$ cat src/include/tm2_pkg.sv
// tm2_pkg: shared constants, types and decode helpers for the timer 2 block
package tm2_pkg;

  // ********************************************************
  // register indices on the special-function register port
  // ********************************************************
  localparam logic [2:0] TM2_REG_CONTROL  = 3'h0;  // timer2_control
  localparam logic [2:0] TM2_REG_COUNT_LO = 3'h1;  // count_low
  localparam logic [2:0] TM2_REG_COUNT_HI = 3'h2;  // count_high
  localparam logic [2:0] TM2_REG_RELOAD_LO = 3'h3; // reload_low
  localparam logic [2:0] TM2_REG_RELOAD_HI = 3'h4; // reload_high
  localparam logic [2:0] TM2_REG_MODE_EXT = 3'h5;  // timer_mode_ext_reg

  // ********************************************************
  // field positions, reset values and counts
  // ********************************************************
  localparam int unsigned TM2_BIT_DOWN_COUNT = 0;    // down_count_enable in mode ext
  localparam logic [7:0]  TM2_CTRL_RESET     = 8'h00;
  localparam logic [7:0]  TM2_MODE_EXT_RESET = 8'h00;
  localparam logic [15:0] TM2_COUNT_RESET    = 16'h0000;
  localparam logic [15:0] TM2_COUNT_MAX      = 16'hFFFF;
  localparam logic [3:0]  TM2_PRESCALE_DIV   = 4'hC; // internal tick is clock / 12
  localparam logic [7:0]  TM2_READ_ZERO      = 8'h00;

  // control register layout, bit 7 down to bit 0
  typedef struct packed {
    logic overflow_flag;
    logic external_event_flag;
    logic rx_baud_source;
    logic tx_baud_source;
    logic external_event_enable;
    logic run_control;
    logic count_source_select;
    logic capture_reload_select;
  } tm2_ctrl_type;

  // operating modes, one-hot
  typedef enum logic [2:0] {
    TM2_MODE_RELOAD  = 3'b001,
    TM2_MODE_CAPTURE = 3'b010,
    TM2_MODE_BAUD    = 3'b100
  } tm2_mode_type;

  // baud use overrides the capture/reload select
  function automatic tm2_mode_type tm2_decode_mode(input logic baud_any,
                                                   input logic capture_sel);
    if (baud_any) begin
      return TM2_MODE_BAUD;
    end
    return capture_sel ? TM2_MODE_CAPTURE : TM2_MODE_RELOAD;
  endfunction

endpackage

$ cat src/design/tm2_edge_sync.sv
// tm2_edge_sync: two-stage pin synchroniser with falling-edge detect
`timescale 1ns/10ps
`default_nettype none
module tm2_edge_sync (
  input  wire logic i_sys_clk,  // system clock
  input  wire logic i_sys_rst,  // async reset, active high
  input  wire logic i_pin,      // raw pin from outside
  output logic      o_level,    // synchronised level
  output logic      o_fall      // one-cycle pulse per falling edge
);
  logic sync_first;  // first stage, read only by second stage
  logic sync_second; // second stage
  logic sync_prev;   // previous synchronised sample

  // ********************************************************
  // synchroniser chain
  // ********************************************************
  always_ff @(posedge i_sys_clk or posedge i_sys_rst) begin
    if (i_sys_rst) begin
      sync_first  <= 1'b1;
      sync_second <= 1'b1;
      sync_prev   <= 1'b1;
    end else begin
      sync_first  <= i_pin;
      sync_second <= sync_first;
      sync_prev   <= sync_second;
    end
  end

  // compare successive samples so one edge gives one pulse
  assign o_level = sync_second;
  assign o_fall  = sync_prev & ~sync_second;
endmodule
`default_nettype wire

$ cat src/design/tm2_prescale.sv
// tm2_prescale: divides the system clock into the internal count tick
`timescale 1ns/10ps
`default_nettype none
module tm2_prescale
  import tm2_pkg::*;
(
  input  wire logic i_sys_clk, // system clock
  input  wire logic i_sys_rst, // async reset, active high
  output logic      o_tick     // one-cycle pulse every twelve clocks
);
  logic [3:0] div_count; // free-running divider

  // ********************************************************
  // divider
  // ********************************************************
  always_ff @(posedge i_sys_clk or posedge i_sys_rst) begin
    if (i_sys_rst) begin
      div_count <= 4'h0;
    end else if (div_count == TM2_PRESCALE_DIV - 4'h1) begin
      div_count <= 4'h0;
    end else begin
      div_count <= div_count + 4'h1;
    end
  end

  assign o_tick = (div_count == TM2_PRESCALE_DIV - 4'h1);
endmodule
`default_nettype wire

$ cat src/design/tm2_timer.sv
// tm2_timer: 16-bit timer/counter with capture, auto-reload and baud modes
//
// Summary of operation
// - clock source: internal /12 or external falls
// - capture mode without trigger: plain counter, overflow flag
// - capture mode trigger fall captures count into reload regs
// - reload mode: rollover sets flag, reloads count (all ones when down)
// - reload mode trigger fall also reloads, flags, unless down counting
// - any baud select bit: baud mode, no overflow flag
// - baud mode ignores capture select, always reloads
// - rx select bit 5 picks port one rx clock
// - tx select bit 4 picks port one tx clock
// - second bit pair steers port two clocks
// - trigger enable clear: trigger edges ignored
// - baud mode trigger fall only sets flag
// - run bit 2 starts and stops counting
// - either flag raises timer interrupt request
// - capture select: set capture, clear reload
// - capture mode counts only upward
`timescale 1ns/10ps
`default_nettype none
module tm2_timer
  import tm2_pkg::*;
(
  input  wire logic       i_sys_clk,              // system clock, 40 MHz
  input  wire logic       i_sys_rst,              // async reset, active high
  input  wire logic       i_external_count_input, // count pin
  input  wire logic       i_external_trigger_input, // trigger pin
  input  wire logic [2:0] i_reg_sel,              // register index
  input  wire logic       i_reg_wr,               // write strobe
  input  wire logic [7:0] i_reg_wdata,            // write data
  input  wire logic       i_port2_rx_baud_source, // from power_control_reg
  input  wire logic       i_port2_tx_baud_source, // from power_control_reg
  input  wire logic       i_timer1_overflow,      // timer 1 overflow pulse
  output logic      [7:0] o_reg_rdata,            // read data, one cycle late
  output logic            o_overflow_pulse,       // counter rollover pulse
  output logic            o_port1_rx_clk,         // port one receive clock
  output logic            o_port1_tx_clk,         // port one transmit clock
  output logic            o_port2_rx_clk,         // port two receive clock
  output logic            o_port2_tx_clk,         // port two transmit clock
  output logic            o_irq_request           // timer 2 interrupt request
);
  import tm2_pkg::*;

  // ********************************************************
  // state
  // ********************************************************
  tm2_ctrl_type ctrl;         // timer2_control
  logic [15:0]  count;        // count_high:count_low
  logic [15:0]  reload;       // reload_high:reload_low
  logic [7:0]   mode_ext;     // timer_mode_ext_reg
  logic [15:0]  next_count;   // count after this cycle
  tm2_mode_type mode;         // decoded operating mode
  logic         baud_any;     // any baud select bit set
  logic         down_mode;    // reload mode with down counting
  logic         count_down;   // current direction is down
  logic         pre_tick;     // internal /12 tick
  logic         cnt_fall;     // falling edge on count pin
  logic         trig_fall;    // falling edge on trigger pin
  logic         trig_level;   // synchronised trigger level
  logic         count_tick;   // counter advances this cycle
  logic         count_ovf;    // counter rolls over this cycle
  logic         trig_event;   // accepted trigger edge
  logic         set_ovf;      // hardware set of overflow flag
  logic         wr_ctrl;      // control write
  logic         wr_cnt_lo;    // count low write
  logic         wr_cnt_hi;    // count high write
  logic         wr_rel_lo;    // reload low write
  logic         wr_rel_hi;    // reload high write

  // ********************************************************
  // pin conditioning and internal tick
  // ********************************************************
  // count pin: synchronised, falls detected
  tm2_edge_sync u_count_pin (
    .i_sys_clk (i_sys_clk),
    .i_sys_rst (i_sys_rst),
    .i_pin     (i_external_count_input),
    .o_level   (),
    .o_fall    (cnt_fall)
  );

  // trigger pin: level for direction, fall for events
  tm2_edge_sync u_trig_pin (
    .i_sys_clk (i_sys_clk),
    .i_sys_rst (i_sys_rst),
    .i_pin     (i_external_trigger_input),
    .o_level   (trig_level),
    .o_fall    (trig_fall)
  );

  // internal tick at one twelfth of the clock
  tm2_prescale u_prescale (
    .i_sys_clk (i_sys_clk),
    .i_sys_rst (i_sys_rst),
    .o_tick    (pre_tick)
  );

  // ********************************************************
  // register write decode
  // ********************************************************
  assign wr_ctrl   = i_reg_wr && (i_reg_sel == TM2_REG_CONTROL);
  assign wr_cnt_lo = i_reg_wr && (i_reg_sel == TM2_REG_COUNT_LO);
  assign wr_cnt_hi = i_reg_wr && (i_reg_sel == TM2_REG_COUNT_HI);
  assign wr_rel_lo = i_reg_wr && (i_reg_sel == TM2_REG_RELOAD_LO);
  assign wr_rel_hi = i_reg_wr && (i_reg_sel == TM2_REG_RELOAD_HI);

  // ********************************************************
  // mode and event decode
  // ********************************************************
  always_comb begin
    // any of four select bits forces baud mode
    baud_any = ctrl.rx_baud_source | ctrl.tx_baud_source |
               i_port2_rx_baud_source | i_port2_tx_baud_source;
    // baud overrides capture select, else it picks mode
    mode = tm2_decode_mode(baud_any, ctrl.capture_reload_select);
    // down counting only in reload mode
    down_mode = (mode == TM2_MODE_RELOAD) && mode_ext[TM2_BIT_DOWN_COUNT];
    count_down = down_mode && !trig_level;
    // count source choice, gated by run bit
    count_tick = ctrl.run_control &&
                 (ctrl.count_source_select ? cnt_fall : pre_tick);
    // rollover: up at all ones, down at the reload value
    count_ovf = count_tick &&
                (count_down ? (count == reload) : (count == TM2_COUNT_MAX));
    // trigger ignored when disabled or used as direction
    trig_event = ctrl.external_event_enable && trig_fall && !down_mode;
    // baud mode never raises the overflow flag
    set_ovf = count_ovf && (mode != TM2_MODE_BAUD);
  end

  // ********************************************************
  // next count value
  // ********************************************************
  always_comb begin
    next_count = count;
    if (count_tick) begin
      if (count_ovf) begin
        unique case (mode)
          TM2_MODE_CAPTURE: next_count = TM2_COUNT_RESET;
          TM2_MODE_RELOAD:  next_count = count_down ? TM2_COUNT_MAX : reload;
          TM2_MODE_BAUD:    next_count = reload;
        endcase
      end else begin
        // capture and baud modes only count up
        next_count = count_down ? count - 16'h0001 : count + 16'h0001;
      end
    end
    // trigger reload only in plain reload mode
    if (trig_event && (mode == TM2_MODE_RELOAD)) begin
      next_count = reload;
    end
    // software writes take the byte they address
    if (wr_cnt_lo) begin
      next_count[7:0] = i_reg_wdata;
    end
    if (wr_cnt_hi) begin
      next_count[15:8] = i_reg_wdata;
    end
  end

  // ********************************************************
  // counter register
  // ********************************************************
  always_ff @(posedge i_sys_clk or posedge i_sys_rst) begin
    if (i_sys_rst) begin
      count <= TM2_COUNT_RESET;
    end else begin
      count <= next_count;
    end
  end

  // ********************************************************
  // reload / capture registers
  // ********************************************************
  always_ff @(posedge i_sys_clk or posedge i_sys_rst) begin
    if (i_sys_rst) begin
      reload <= TM2_COUNT_RESET;
    end else if (trig_event && (mode == TM2_MODE_CAPTURE)) begin
      reload <= count;
    end else begin
      if (wr_rel_lo) begin
        reload[7:0] <= i_reg_wdata;
      end
      if (wr_rel_hi) begin
        reload[15:8] <= i_reg_wdata;
      end
    end
  end

  // ********************************************************
  // control and mode extension registers
  // ********************************************************
  always_ff @(posedge i_sys_clk or posedge i_sys_rst) begin
    if (i_sys_rst) begin
      ctrl <= tm2_ctrl_type'(TM2_CTRL_RESET);
    end else begin
      // software write, including clearing the flags
      if (wr_ctrl) begin
        ctrl <= tm2_ctrl_type'(i_reg_wdata);
      end
      // hardware sets win over a same-cycle clear
      if (set_ovf) begin
        ctrl.overflow_flag <= 1'b1;
      end
      if (trig_event) begin
        ctrl.external_event_flag <= 1'b1;
      end
    end
  end

  // timer_mode_ext_reg holds down_count_enable
  always_ff @(posedge i_sys_clk or posedge i_sys_rst) begin
    if (i_sys_rst) begin
      mode_ext <= TM2_MODE_EXT_RESET;
    end else if (i_reg_wr && (i_reg_sel == TM2_REG_MODE_EXT)) begin
      mode_ext <= i_reg_wdata;
    end
  end

  // ********************************************************
  // read data
  // ********************************************************
  always_ff @(posedge i_sys_clk or posedge i_sys_rst) begin
    if (i_sys_rst) begin
      o_reg_rdata <= TM2_READ_ZERO;
    end else begin
      unique case (i_reg_sel)
        TM2_REG_CONTROL:   o_reg_rdata <= ctrl;
        TM2_REG_COUNT_LO:  o_reg_rdata <= count[7:0];
        TM2_REG_COUNT_HI:  o_reg_rdata <= count[15:8];
        TM2_REG_RELOAD_LO: o_reg_rdata <= reload[7:0];
        TM2_REG_RELOAD_HI: o_reg_rdata <= reload[15:8];
        TM2_REG_MODE_EXT:  o_reg_rdata <= mode_ext;
        default:           o_reg_rdata <= TM2_READ_ZERO; // unmapped index
      endcase
    end
  end

  // ********************************************************
  // serial clock routing and interrupt request
  // ********************************************************
  always_ff @(posedge i_sys_clk or posedge i_sys_rst) begin
    if (i_sys_rst) begin
      o_overflow_pulse <= 1'b0;
      o_port1_rx_clk   <= 1'b0;
      o_port1_tx_clk   <= 1'b0;
      o_port2_rx_clk   <= 1'b0;
      o_port2_tx_clk   <= 1'b0;
      o_irq_request    <= 1'b0;
    end else begin
      o_overflow_pulse <= count_ovf;
      o_port1_rx_clk <= ctrl.rx_baud_source ? count_ovf : i_timer1_overflow;
      o_port1_tx_clk <= ctrl.tx_baud_source ? count_ovf : i_timer1_overflow;
      o_port2_rx_clk <= i_port2_rx_baud_source ? count_ovf : i_timer1_overflow;
      o_port2_tx_clk <= i_port2_tx_baud_source ? count_ovf : i_timer1_overflow;
      o_irq_request  <= ctrl.overflow_flag | ctrl.external_event_flag;
    end
  end
endmodule
`default_nettype wire

$ cat config.mk
export PLATFORM = sky130hd
export DESIGN_NAME = tm2_timer
export DESIGN_NICKNAME = d
export VERILOG_FILES = /design/src/include/tm2_pkg.sv /design/src/design/tm2_edge_sync.sv /design/src/design/tm2_prescale.sv /design/src/design/tm2_timer.sv
export SDC_FILE = /design/constraint.sdc
export NUM_CORES = 1
export LEC_CHECK = 0
export BUFFER_PORTS_ARGS = -buffer_cell sky130_fd_sc_hd__buf_2
export CAP_MARGIN = 20
export CORE_MARGIN = 8
export CORE_UTILIZATION = 55
export DETAILED_ROUTE_END_ITERATION = 12
export PLACE_DENSITY = 0.82
export SKIP_CTS_REPAIR_TIMING = 1
export SYNTH_ARGS = -nofsm -noshare
export SYNTH_HDL_FRONTEND = slang
export SYNTH_SLANG_ARGS = --single-unit
$ cat constraint.sdc
create_clock -name i_sys_clk -period 4.7 [get_ports i_sys_clk]
set_input_delay 0 -clock i_sys_clk [delete_from_list [all_inputs] [get_ports i_sys_clk]]
set_output_delay 0 -clock i_sys_clk [all_outputs]
set_load 0.005 [all_outputs]
==> results of run 1 <==
stage by stage:
step	instances	util [%]	total power [uW]	area, um2
floorplan	519	-	1460	4710
global placement	619	58.7	1710	4850
detailed placement	619	58.7	1730	4850
CTS	635	60.8	2170	5020
global route	642	61.6	2330	5090
finish	642	61.6	2210	5090
power by group through the flow:
stage          clock, uW  combinational [uW]  sequential, uW
2_1_floorplan          0                 590             866
3_3_place_gp           0                 607            1110
3_5_place_dp           0                 621            1110
4_1_cts              454                 626            1090
5_1_grt              483                 715            1130
6_report             450                 639            1120
final cells by class:
type                       count  area (um2)  area share (%)
multi-input combinational    389        2650            52.0
clock inverter                 6        45.0           0.885
sequential                    72        1810            35.6
clock buffer                  10         128            2.51
inverter                      15        56.3            1.11
timing repair buffer          45         273            5.36
tap                          105         131            2.58
worst max-delay path: cells and delay by family (launching register included):
kind            cells  cell delay [ns]
compound gates      1             0.21
buf+inv             1             0.54
flops               1             0.46
simple gates        4             2.26
mux                 1             0.29
per-layer routing:
| layer | vias to the layer above | routed length, um |
|---|---|---|
| met4 | 0 | 944 |
| met3 | 80 | 1850 |
| met2 | 292 | 7280 |
| met1 | 2127 | 6330 |
| li1 | 1942 | - |
| met5 | - | 0 |
state kept, by name, indices dropped and copies added (netlist names):
register and count:
u_count_pin.sync_first 1, o_port2_rx_clk 1, count 16, mode_ext 8
o_irq_request 1, u_trig_pin.o_level 1, o_port1_rx_clk 1, o_port2_tx_clk 1
u_trig_pin.sync_first 1, o_reg_rdata 8, o_overflow_pulse 1, u_trig_pin.sync_prev 1
ctrl 8, o_port1_tx_clk 1, u_prescale.div_count 4, u_count_pin.sync_prev 1
reload 16, u_count_pin.o_level 1
Yosys cell counts, drive strengths merged, types with 13 or more instances:
master,count
nand4,13
o21ai,25
a21oi,41
nor2,49
nand2b,16
clkbuf,32
mux2i,37
nand2,26
dfrtp,66
nand3,13
mux2,21
nor3,13
inv,15
cell families after synthesis:
| group | share of synthesized area (%) |
|---|---|
| AO/OA/AOI/OAI | 18.2 |
| XOR/XNOR | 2.60 |
| adder cells (fa/ha/maj) | 0.531 |
| buffers and inverters | 5.44 |
| flip-flops | 38.4 |
| multiplexers | 13.4 |
| AND/OR/NAND/NOR | 21.5 |
worst paths after layout:
check	start	to	slack, ns	cells past startpoint
setup / recovery	ctrl[4]	o_port2_tx_clk	0.90	7
hold / removal	i_reg_wdata[6]	count[6]	0.003	3
setup reg to reg	ctrl[4]	o_port2_tx_clk	0.90	7
hold reg to reg	u_count_pin.sync_first	u_count_pin.o_level	0.37	0
max in group asynchronous	i_sys_rst	reload[3]	3.63	4
min in group asynchronous	i_sys_rst	mode_ext[7]	0.48	4
==> impl_summary.md, run 1 <==
Synth
The primary flip-flop cell chosen by synthesis mapping is sky130_fd_sc_hd__dfrtp_1. In the post-synthesis netlist, the biggest area contributors are sky130_fd_sc_hd__dfrtp_1 (35%), sky130_fd_sc_hd__mux2i_1 (7.9%), sky130_fd_sc_hd__mux2_2 (5.0%). The synthesized design devotes to its leading area cell type roughly a third of total area.

The count of flip-flops with a built-in enable after synthesis is 0. The combined area of all synthesized cells is about 4700 um2. A synthesized cell averages just over 9 um2. Synthesis produced a netlist whose cell count is 519. The number of synthesis warnings is 0. The number of distinct library cell variants in the gate-level netlist after synthesis is 67. The fraction of synthesis flops using an asynchronous set or reset pin is 100%. The number of nets produced by synthesis is 540. The register area share after synthesis is between 30% and 40%. The register bit total from synthesis is ~70.

The top cell type by total area after synthesis is sky130_fd_sc_hd__dfrtp_1.

Drt
The detail-routed via count per cell is 6.92. In the routed design, unresolved DRC markers number 0. The pre-antenna-repair detailed-routing pass consisted of 5 iterations. The routed wire length is ~16 mm.

The mean routed wirelength per cell is 25.6 um. The post-detailed-route count of antenna-violating nets is 0. The DRC marker count from the first detailed-route iteration is between 500 and 600. The via count of the routed design is around 4400.

Timing
The final-report max-slew violation count is 0. The slew at the pin closest to its max-slew limit is approximately 1.1 ns. The clock period minus worst slack is approximately 3.8 ns.

In the finished design, the share of the clock period the worst path needs comes to 80.9%. Setup repair after global routing left no endpoint under its margin. The aggregate negative setup slack is 0 ns.

The worst pin sits at a relative slew slack of approximately 29%. The setup slack after layout is between 0.8 and 0.9 ns. Setup violations remaining at the end of the flow were counted as 0. Hold timing on the final database bottoms out at a slack of roughly 0.0030 ns. The final hold violation count was 0.

The largest clock skew in the final design is roughly 0.013 ns. Timing would allow up to roughly 260 MHz.

Global routing
For met2 alone, demand over resource in global routing was 42.4%. Entering global routing, the biggest net connects between 70 and 80 pins. Global routing consumed, on the met1 layer, 37.4% of the routing resources. The first global-routing pass estimated ~26 mm of wire. The leftover overflow at the end of global routing is 0.

The number of global-route vias before repair is 4415. Global routing consumed, on the met3 layer, ~7.4% of the routing resources. In the global route stage, overall resource usage came out at slightly below 30%.

The most crowded layer after global routing is met2. The number of antenna violations at the first check in global routing came to 0.

Clock network
The number of levels the H-tree was split into is 3. The maximum buffer depth of the clock tree is 2. The TritonCTS buffer count is 9.

The number of clock sinks is just over 70. Clock-pin slew was measured on the worst setup and hold paths at roughly 0.090 ns. In this run the clock root is driven by a sky130_fd_sc_hd__clkbuf_8. The TritonCTS clock tree is built.

The latest clock arrival within the worst-skew pair is roughly 0.36 ns.

Worst hold path
The path category of the worst min-delay check is in2reg.

Floorplanning
The effective utilization at floorplan is a little under three fifths. The area of the die is roughly 12000 um2. The total I/O pin count is 33. From left edge to right edge, the die measures between 100 and 150 um. The total core area is a little over 8000 um2. From bottom edge to top edge, the die measures 109 um. After floorplanning, the core was divided into 33 placement rows.

Layout
The number of nets in the layout is ~550. Compared with the post-synthesis result, the final layout area differs by 7.99%. The antenna diode count is 0. The top cell types in the final layout, fill and taps aside, are sky130_fd_sc_hd__dfrtp_1 (66), sky130_fd_sc_hd__nor2_1 (47), sky130_fd_sc_hd__a21oi_1 (41), sky130_fd_sc_hd__mux2i_1 (37), sky130_fd_sc_hd__buf_2 (32). The library cell used most frequently in the layout, excluding fill and tap cells, is sky130_fd_sc_hd__dfrtp_1. Of the cells placed in the final design, the portion with a size suffix greater than 1 is between 10% and 20%. The final-layout fill cell count is 727.

Worst setup path
Data on the critical path is required at its endpoint by roughly 5 ns. The kind of end point of the critical path is a register. Along the worst path, the maximum fanout reaches 20. The startpoint class of the critical path is a register. The worst path arrival time is 4.11 ns. The largest single stage delay on the critical path is 0.84 ns. The highest-delay cell along the critical path is sky130_fd_sc_hd__and4b_1. The critical path is of the reg2reg type. The signal on the critical path passes through or4_1 -> nor2_4 -> a21oi_1 -> nand2b_1 -> and4b_1 -> mux2_2 -> dlygate4sd3_1.

Placed design
The routability congestion estimate from global placement is approximately 1.0. The number of port buffers is 32. Prior to clock tree synthesis, the placed netlist has a worst setup slack of between 1 and 1.5 ns. Detailed placement finished with a half-perimeter wire length of 11.0 mm.

Power
Combinational logic is responsible for around 29% of the overall power. The share of total power dissipated in sequential elements is 50.8%. The switching power as a share of total power is between 40 and 50%.

VDD sags by at most 0.000338 V. In this run the power density over the cells is about 430 nW/um2. The net switching power figure is between 900 and 1000 uW. The leakage power is about 0.0021 uW. The clock share of power is between 20 and 25%.

The internal portion of the total power is 1260 uW.

Status
The run finished with clean final reports.

Run
Across the run, the number of max-cap violations was 0.
Note: power is estimated with default switching activity, not from simulation.
==> run 2: changes to the inputs <==
==> constraint.sdc (replaced) <==
create_clock -name i_sys_clk -period 3.93 [get_ports i_sys_clk]
set_input_delay 0 -clock i_sys_clk [delete_from_list [all_inputs] [get_ports i_sys_clk]]
set_output_delay 0 -clock i_sys_clk [all_outputs]
set_load 0.005 [all_outputs]
==> run 2 against run 1 <==
Worst hold slack better by 0.011 ns. First-iteration DRC count up 26%. Count of clock-buffer cells in the layout up 1. Die area unchanged. Global-route usage down 0.51 points. Largest cell class unchanged. Largest power group unchanged.
==> impl_summary.md, run 2 (synthesized netlist as in run 1, its figures left out) <==
Timing
The share of the clock period used by the worst path was 88.5% (+7.5 points). The fmax is 288 MHz (+9.4%). The aggregate negative setup slack is 0 ns (unchanged). The largest clock skew in the final design was 0.0153 ns (+0.00195 ns).

The slew at the pin closest to its max-slew limit is 1.01 ns (-0.0506 ns). The final-report max-slew violation count is 0 (unchanged). The clock period minus worst slack was 3.48 ns (-0.327 ns).

Setup repair after global routing left no endpoint under its margin. The total setup violations reported at the end of the flow is 0 (unchanged). The final hold violation count came to 0 (unchanged). The setup slack after layout is 0.453 ns (-0.443 ns).

The remaining max-slew budget at the tightest pin was 32.6% (+3.7 points).

Floorplanning
The number of standard-cell rows in the floorplan is 33 (unchanged). The effective utilization at floorplan came to 57.0% (unchanged). The total core area is 8260 um2 (unchanged). The area of the die came to 11800 um2 (unchanged). The die extent in y is 109 um (unchanged). The total I/O pin count is 33 (unchanged).

The width of the die was 109 um (unchanged).

Global routing
The all-layer global routing usage is 28.4% (-0.51 points). The met2 track demand over resource in global routing came to 44.0% (+1.6 points). The global routing met3 resource utilization is 7.38% (unchanged).

The global-route met1 utilization was 37.2% (-0.23 points). The number of global-route vias before repair came to 4181 (-5.3%). The number of antenna violations at the first check in global routing is 0 (unchanged). The layer flagged by global routing as most heavily used is met2. The first-pass GRT wire length is 24.9 mm (-2.8%). The largest net degree at the start of global routing is 46 (-37%). The leftover overflow at the end of global routing came to 0 (unchanged).

Power
The clock share of power is 22.7% (+2.4 points). The worst ir drop on vdd was 0.000368 V (+8.8%). The switching power as a share of total power was 42.9% (-0.27 points). The net switching power figure is 1200 uW (+25%).

The power density relative to cell area is 543 nW/um2 (+25%). The design internal power is 1590 uW (+27%). The sequential fraction of design power is 48.2% (-2.6 points). The sum of internal, switching and leakage power is 2790 uW (+26%). The portion of total power attributed to combinational logic is 29.1% (+0.2 points).

The leakage power is 0.00214 uW (+1.2%).

Worst hold path
The min-delay analysis places its worst path in the category in2reg.

Placed design
The worst-case setup slack after placement was 0.901 ns (-0.312 ns). The placed wire-length estimate after detailed placement is 11.5 mm (+4.0%). The number of port buffers is 32 (unchanged). The routability congestion estimate from global placement came to 1.02 (-1.9%).

The total cell area at the placement stage was 4880 um2 (+0.62%).

Drt
The DRC marker count from the first detailed-route iteration is 678 (+26%). The detail-routed via count per cell is 7.11 (+2.7%). The post-detailed-route count of antenna-violating nets is 0 (unchanged). The count of TritonRoute iterations in the first routing pass is 6 (+1). The mean routed wirelength per cell is 25.8 um (+0.88%).

The via count of the routed design is 4584 (+3.2%). The post-route DRC violation count was 0 (unchanged). The routed wire length is 16.6 mm (+1.3%).

Worst setup path
The largest driver fanout on the critical path is 10 (-50%). The minimum setup slack among reg-to-reg paths is 0.45 ns (-0.44 ns). The startpoint class of the critical path is a register.

The startpoint identified for the worst register-to-register timing path is ctrl[5]. The critical path is of the reg2reg type. The critical register-to-register path endpoint is o_port2_tx_clk. The most critical setup path has its startpoint at ctrl[5].

The worst path arrival time came to 3.77 ns (-0.34 ns). The termination of the worst setup path is o_port2_tx_clk. The kind of end point of the critical path is a register.

The data required time of the critical path is 4.23 ns (-0.78 ns). The number of cells on the worst reg-to-reg path is 8 (+1).

Status
The flow ran to the end, and the final reports show no timing, DRC or antenna violations.

Layout
The largest registers in the layout are count (16), reload (16). The final-layout fill cell count is 707 (-2.8%). The antenna diode count is 0 (unchanged). The post-route cell area came to 5140 um2 (+1.1%). The fraction of final layout cells sized beyond drive strength 1 is 19.4% (+0.45 points). The library cell used most frequently in the layout, excluding fill and tap cells, is sky130_fd_sc_hd__dfrtp_1. The share of the core filled with cells in the final layout is 62.3% (+0.67 points).

The area growth from synthesis to layout is 9.16%. In the layout the commonest cells are sky130_fd_sc_hd__dfrtp_1 (66), sky130_fd_sc_hd__nor2_1 (47), sky130_fd_sc_hd__a21oi_1 (41), sky130_fd_sc_hd__mux2i_1 (37), sky130_fd_sc_hd__buf_2 (32). The number of nets in the layout is 556 (+0.54%).

Clock network
The TritonCTS buffer count is 9 (unchanged). The number of clock sinks was 72 (unchanged). The buffer cell driving the clock tree root is sky130_fd_sc_hd__clkbuf_8.

The maximum buffer depth of the clock tree is 2 (unchanged). The latest clock arrival within the worst-skew pair is 0.36 ns (about the same). The number of levels the H-tree was split into is 3 (unchanged). The clock transition at the registers of the reported paths is 0.09 ns (about the same). The TritonCTS clock tree is built.

Run
The max capacitance violation total is 0 (unchanged).
[run 2: critical path, stage by stage (launching register included)]
cell,delay [ns]
sky130_fd_sc_hd__dfrtp_1,0.46
sky130_fd_sc_hd__or4_1,0.74
sky130_fd_sc_hd__nor2_4,0.35
sky130_fd_sc_hd__a21oi_1,0.17
sky130_fd_sc_hd__nand2b_1,0.16
sky130_fd_sc_hd__and4b_1,0.55
sky130_fd_sc_hd__buf_4,0.26
sky130_fd_sc_hd__mux2_2,0.16
sky130_fd_sc_hd__dlygate4sd3_1,0.57
[run 2: area by class of cell]
type,count,area (um2),share of cell area (%)
Clock buffer,11,141,2.75
Multi-Input combinational cell,389,2650,51.4
Timing Repair Buffer,48,295,5.74
Inverter,15,56.3,1.09
Tap cell,105,131,2.55
Clock inverter,5,63.8,1.24
Sequential cell,72,1810,35.2
[run 2: how the worst min path moves through the flow]
stage                     cells after the start                      from                      to
after floorplan                               0    i_external_count_input  u_count_pin.sync_first
after global placement                        1  i_external_trigger_input   u_trig_pin.sync_first
after detailed placement                      1    i_external_count_input  u_count_pin.sync_first
after CTS                                     1    i_external_count_input  u_count_pin.sync_first
after global routing                          3            i_reg_wdata[6]                count[6]
final                                         3            i_reg_wdata[3]               count[11]
[run 2: through the flow]
| stage | cells | hold WS [ns] |
|---|---|---|
| after floorplan | 519 | 0.00448 |
| after global placement | 623 | 0.106 |
| after CTS | 639 | -0.272 |
| after global routing | 645 | 0.0174 |
| final | 645 | 0.0138 |
| after detailed placement | 623 | 0.107 |
[run 2: routing by layer]
layer,vias to the layer above,part of all wire [%]
met4,0,4.9
li1,1959,-
met3,81,13
met5,-,0
met2,361,44
met1,2183,38
[run 2: power by group through the flow]
stage | Sequential (uW) | Clock [uW] | Combinational [uW]
6_report | 1350 | 632 | 813
5_1_grt | 1350 | 657 | 875
4_1_cts | 1310 | 629 | 791
3_5_place_dp | 1320 | 0 | 784
3_3_place_gp | 1330 | 0 | 770
2_1_floorplan | 1040 | 0 | 706
==> run 3: changes to the inputs <==
--- a/config.mk
+++ b/config.mk
@@ -5,12 +5,13 @@
 export SDC_FILE = /design/constraint.sdc
 export NUM_CORES = 1
 export LEC_CHECK = 0
+export ABC_AREA = 1
 export BUFFER_PORTS_ARGS = -buffer_cell sky130_fd_sc_hd__buf_2
 export CAP_MARGIN = 20
 export CORE_MARGIN = 8
 export CORE_UTILIZATION = 55
 export DETAILED_ROUTE_END_ITERATION = 12
-export PLACE_DENSITY = 0.82
+export PLACE_DENSITY = 0.81
 export SKIP_CTS_REPAIR_TIMING = 1
 export SYNTH_ARGS = -nofsm -noshare
 export SYNTH_HDL_FRONTEND = slang
==> run 3 against run 2 <==
Worst hold slack hardly changed. Setup slack better by 0.17 ns. Global-route usage is 0.94 points higher. Clock power hardly changed. Clock skew is 0.0015 ns lower. Die area is 7.8% higher. Sequential share of layout area is 3.3 points lower. Routed wire length is 10% higher. Count of clock-buffer cells in the layout is 2 lower. Area after synthesis is 9.2% higher. Sequential power is 8% lower. Largest cell class unchanged.
==> impl_summary.md, run 3 <==
Layout
The largest registers in the layout are count (16), reload (16). The top cell types in the final layout, fill and taps aside, are sky130_fd_sc_hd__nand2_1 (277), sky130_fd_sc_hd__inv_1 (108), sky130_fd_sc_hd__dfrtp_1 (66), sky130_fd_sc_hd__nor2_1 (65), sky130_fd_sc_hd__nand3_1 (59). The library cell used most frequently in the layout, excluding fill and tap cells, is sky130_fd_sc_hd__nand2_1.

The area growth from synthesis to layout is 10.4%. The share of the core filled with cells in the final layout is 62.0% (-0.24 points). The antenna diode count was 0 (unchanged). The fraction of final layout cells sized beyond drive strength 1 was 9.06% (-10 points).

The number of nets in the layout was 844 (+52%).

Synth
The count of flip-flops with a built-in enable after synthesis was 0 (unchanged). Sorting the synthesized cells by area gives the leading types as sky130_fd_sc_hd__dfrtp_1 (32%), sky130_fd_sc_hd__nand2_1 (20%), sky130_fd_sc_hd__inv_1 (8.0%). The fraction of synthesis flops using an asynchronous set or reset pin is 100% (unchanged). The library cell with the highest instance count after synthesis is sky130_fd_sc_hd__nand2_1. The share of Yosys cell area claimed by the top area cell type is 32.1% (-2.9 points). In the synthesized netlist, the cells that appear most often are sky130_fd_sc_hd__nand2_1 (277), sky130_fd_sc_hd__inv_1 (109), sky130_fd_sc_hd__dfrtp_1 (66).

The top cell type by total area after synthesis is sky130_fd_sc_hd__dfrtp_1. The count of mapped cells out of synthesis came to 789 (+52%). The number of distinct library cell variants in the gate-level netlist after synthesis came to 36 (-46%). The primary flip-flop cell chosen by synthesis mapping is sky130_fd_sc_hd__dfrtp_1. The number of nets produced by synthesis is 810 (+50%). The register area share after synthesis was 35.2% (-3.2 points).

The number of synthesis warnings is 0 (unchanged). The register bit total from synthesis is 72 (unchanged). The combined area of all synthesized cells is 5140 um2 (+9.2%). The synthesized area per cell was 6.52 um2 (-28%).

Timing
The setup slack after layout is 0.620 ns (+0.167 ns). The total setup violations reported at the end of the flow is 0 (unchanged). The slew at the pin closest to its max-slew limit is 0.873 ns (-0.134 ns). The largest clock skew in the final design is 0.0138 ns (-0.00151 ns). The final-layout worst hold slack is 0.0137 ns (-0.0000959 ns).

The remaining max-slew budget at the tightest pin was 41.7% (+9.1 points). The share of the clock period used by the worst path came to 84.2% (-4.3 points). The final-report max-slew violation count is 0 (unchanged).

The fmax is 302 MHz (+5.1%). Setup repair after global routing left no endpoint under its margin. The clock period minus worst slack is 3.31 ns (-0.167 ns). The final hold violation count is 0 (unchanged). The aggregate negative setup slack is 0 ns (unchanged).

Clock network
TritonCTS built the clock tree. The maximum buffer depth of the clock tree was 2 (unchanged). The latest clock arrival within the worst-skew pair came to 0.37 ns (about the same). The number of clock sinks is 72 (unchanged). The buffer cell driving the clock tree root is sky130_fd_sc_hd__clkbuf_8. The TritonCTS buffer count is 9 (unchanged).

The number of levels the H-tree was split into came to 3 (unchanged). The clock transition at the registers of the reported paths is 0.09 ns (about the same).

Placed design
The placed wire-length estimate after detailed placement is 13.6 mm (+18%). The routability congestion estimate from global placement is 1.07 (+5.7%). The number of port buffers is 32 (unchanged).

The worst-case setup slack after placement is 0.957 ns (+0.0558 ns).

Global routing
The first-pass GRT wire length is 28.8 mm (+16%). The leftover overflow at the end of global routing is 0 (unchanged). The all-layer global routing usage was 29.3% (+0.94 points).

The largest net degree at the start of global routing is 41 (-11%). The number of global-route vias before repair is 5196 (+24%). The number of antenna violations at the first check in global routing came to 0 (unchanged).

Drt
The post-detailed-route count of antenna-violating nets is 0 (unchanged). The DRC marker count from the first detailed-route iteration is 835 (+23%). The count of TritonRoute iterations in the first routing pass is 6 (unchanged). The post-route DRC violation count is 0 (unchanged). The via count of the routed design was 5736 (+25%). The mean routed wirelength per cell is 19.5 um (-24%). The routed wire length was 18.3 mm (+10%). The detail-routed via count per cell was 6.11 (-14%).

Floorplanning
The width of the die is 113 um (+3.8%). The number of standard-cell rows in the floorplan came to 35 (+6.1%). The effective utilization at floorplan is 56.2% (-0.86 points). The area of the die is 12700 um2 (+7.8%). The total I/O pin count is 33 (unchanged). The die extent in y is 113 um (+3.8%). The total core area is 9150 um2 (+11%).

Worst setup path
The worst path arrival time is 3.61 ns (-0.16 ns). The largest driver fanout on the critical path is 34 (+24). The critical path is of the reg2reg type. The data required time of the critical path is 4.23 ns (about the same). The worst setup path is launched from a register.

STA classifies the critical path endpoint as a register.

Worst hold path
In this run the worst hold path is classified as in2reg.

Power
The sum of internal, switching and leakage power is 3080 uW (+10%). The power density relative to cell area came to 543 nW/um2 (about the same). The worst ir drop on vdd is 0.000283 V (-23%). The leakage power came to 0.00307 uW (+43%).

Run
The max capacitance violation total is 0 (unchanged).

Status
The run finished with clean final reports.
## run 3: per-stage QoR
stage                     instances  cell area [um2]
after floorplan                 789             5140
after global placement          909             5340
after detailed placement        909             5340
after CTS                       925             5540
after global routing            939             5680
final                           939             5680
## run 3: cells by family (layout without fill, tap and decap cells)
kind of cell	after synthesis	after routing	synth area share, %
simple gates	437	437	36.3
buf+inv	141	180	11.2
compound gates	134	134	16.3
flops	72	72	35.2
xor+xnor	3	3	0.511
fa+ha+maj	2	2	0.487
## run 3: final timing paths
| check | from | end | slack [ns] | cells past startpoint |
|---|---|---|---|---|
| setup reg to reg | ctrl[4] | o_port2_rx_clk | 0.62 | 12 |
| hold reg to reg | u_count_pin.sync_first | u_count_pin.o_level | 0.36 | 0 |
| min in group asynchronous | i_sys_rst | o_port2_tx_clk | 0.37 | 3 |
| setup / recovery | ctrl[4] | o_port2_rx_clk | 0.62 | 12 |
| hold / removal | i_reg_wdata[6] | ctrl[6] | 0.01 | 3 |
| max in group asynchronous | i_sys_rst | u_count_pin.sync_first | 2.59 | 4 |
## run 3: worst max-delay path, cell delays in order, from the launching register on
cell,delay [ns]
sky130_fd_sc_hd__dfrtp_1,0.47
sky130_fd_sc_hd__nor2_4,0.17
sky130_fd_sc_hd__nand2_1,0.13
sky130_fd_sc_hd__nor2_2,0.13
sky130_fd_sc_hd__nand3_2,0.49
sky130_fd_sc_hd__nand2_1,0.31
sky130_fd_sc_hd__nand3_1,0.10
sky130_fd_sc_hd__nor2_1,0.12
sky130_fd_sc_hd__nand2_1,0.10
sky130_fd_sc_hd__nor2_4,0.20
sky130_fd_sc_hd__nand2_4,0.24
sky130_fd_sc_hd__a21oi_1,0.21
sky130_fd_sc_hd__dlygate4sd3_1,0.56
## run 3: power breakdown
group | switching (uW) | internal, uW
sequential | 326 | 912
clock | 334 | 300
combinational | 824 | 387
## run 3: layer usage
metal	wire, um	GRT usage, %	share of wire [%]
met3	2240	5.64	12
met1	7200	40.7	39
met4	909	11.1	5.0
met2	7980	44.1	44
met5	0	0	0
## run 3: area by class of cell
| type | instances | area (um2) |
|---|---|---|
| Fill cell | 885 | 3470 |
| Multi-Input combinational cell | 576 | 2760 |
| Sequential cell | 72 | 1810 |
| Inverter | 111 | 417 |
| Timing Repair Buffer | 53 | 353 |
| Tap cell | 111 | 139 |
| Clock buffer | 9 | 124 |
| Clock inverter | 7 | 78.8 |
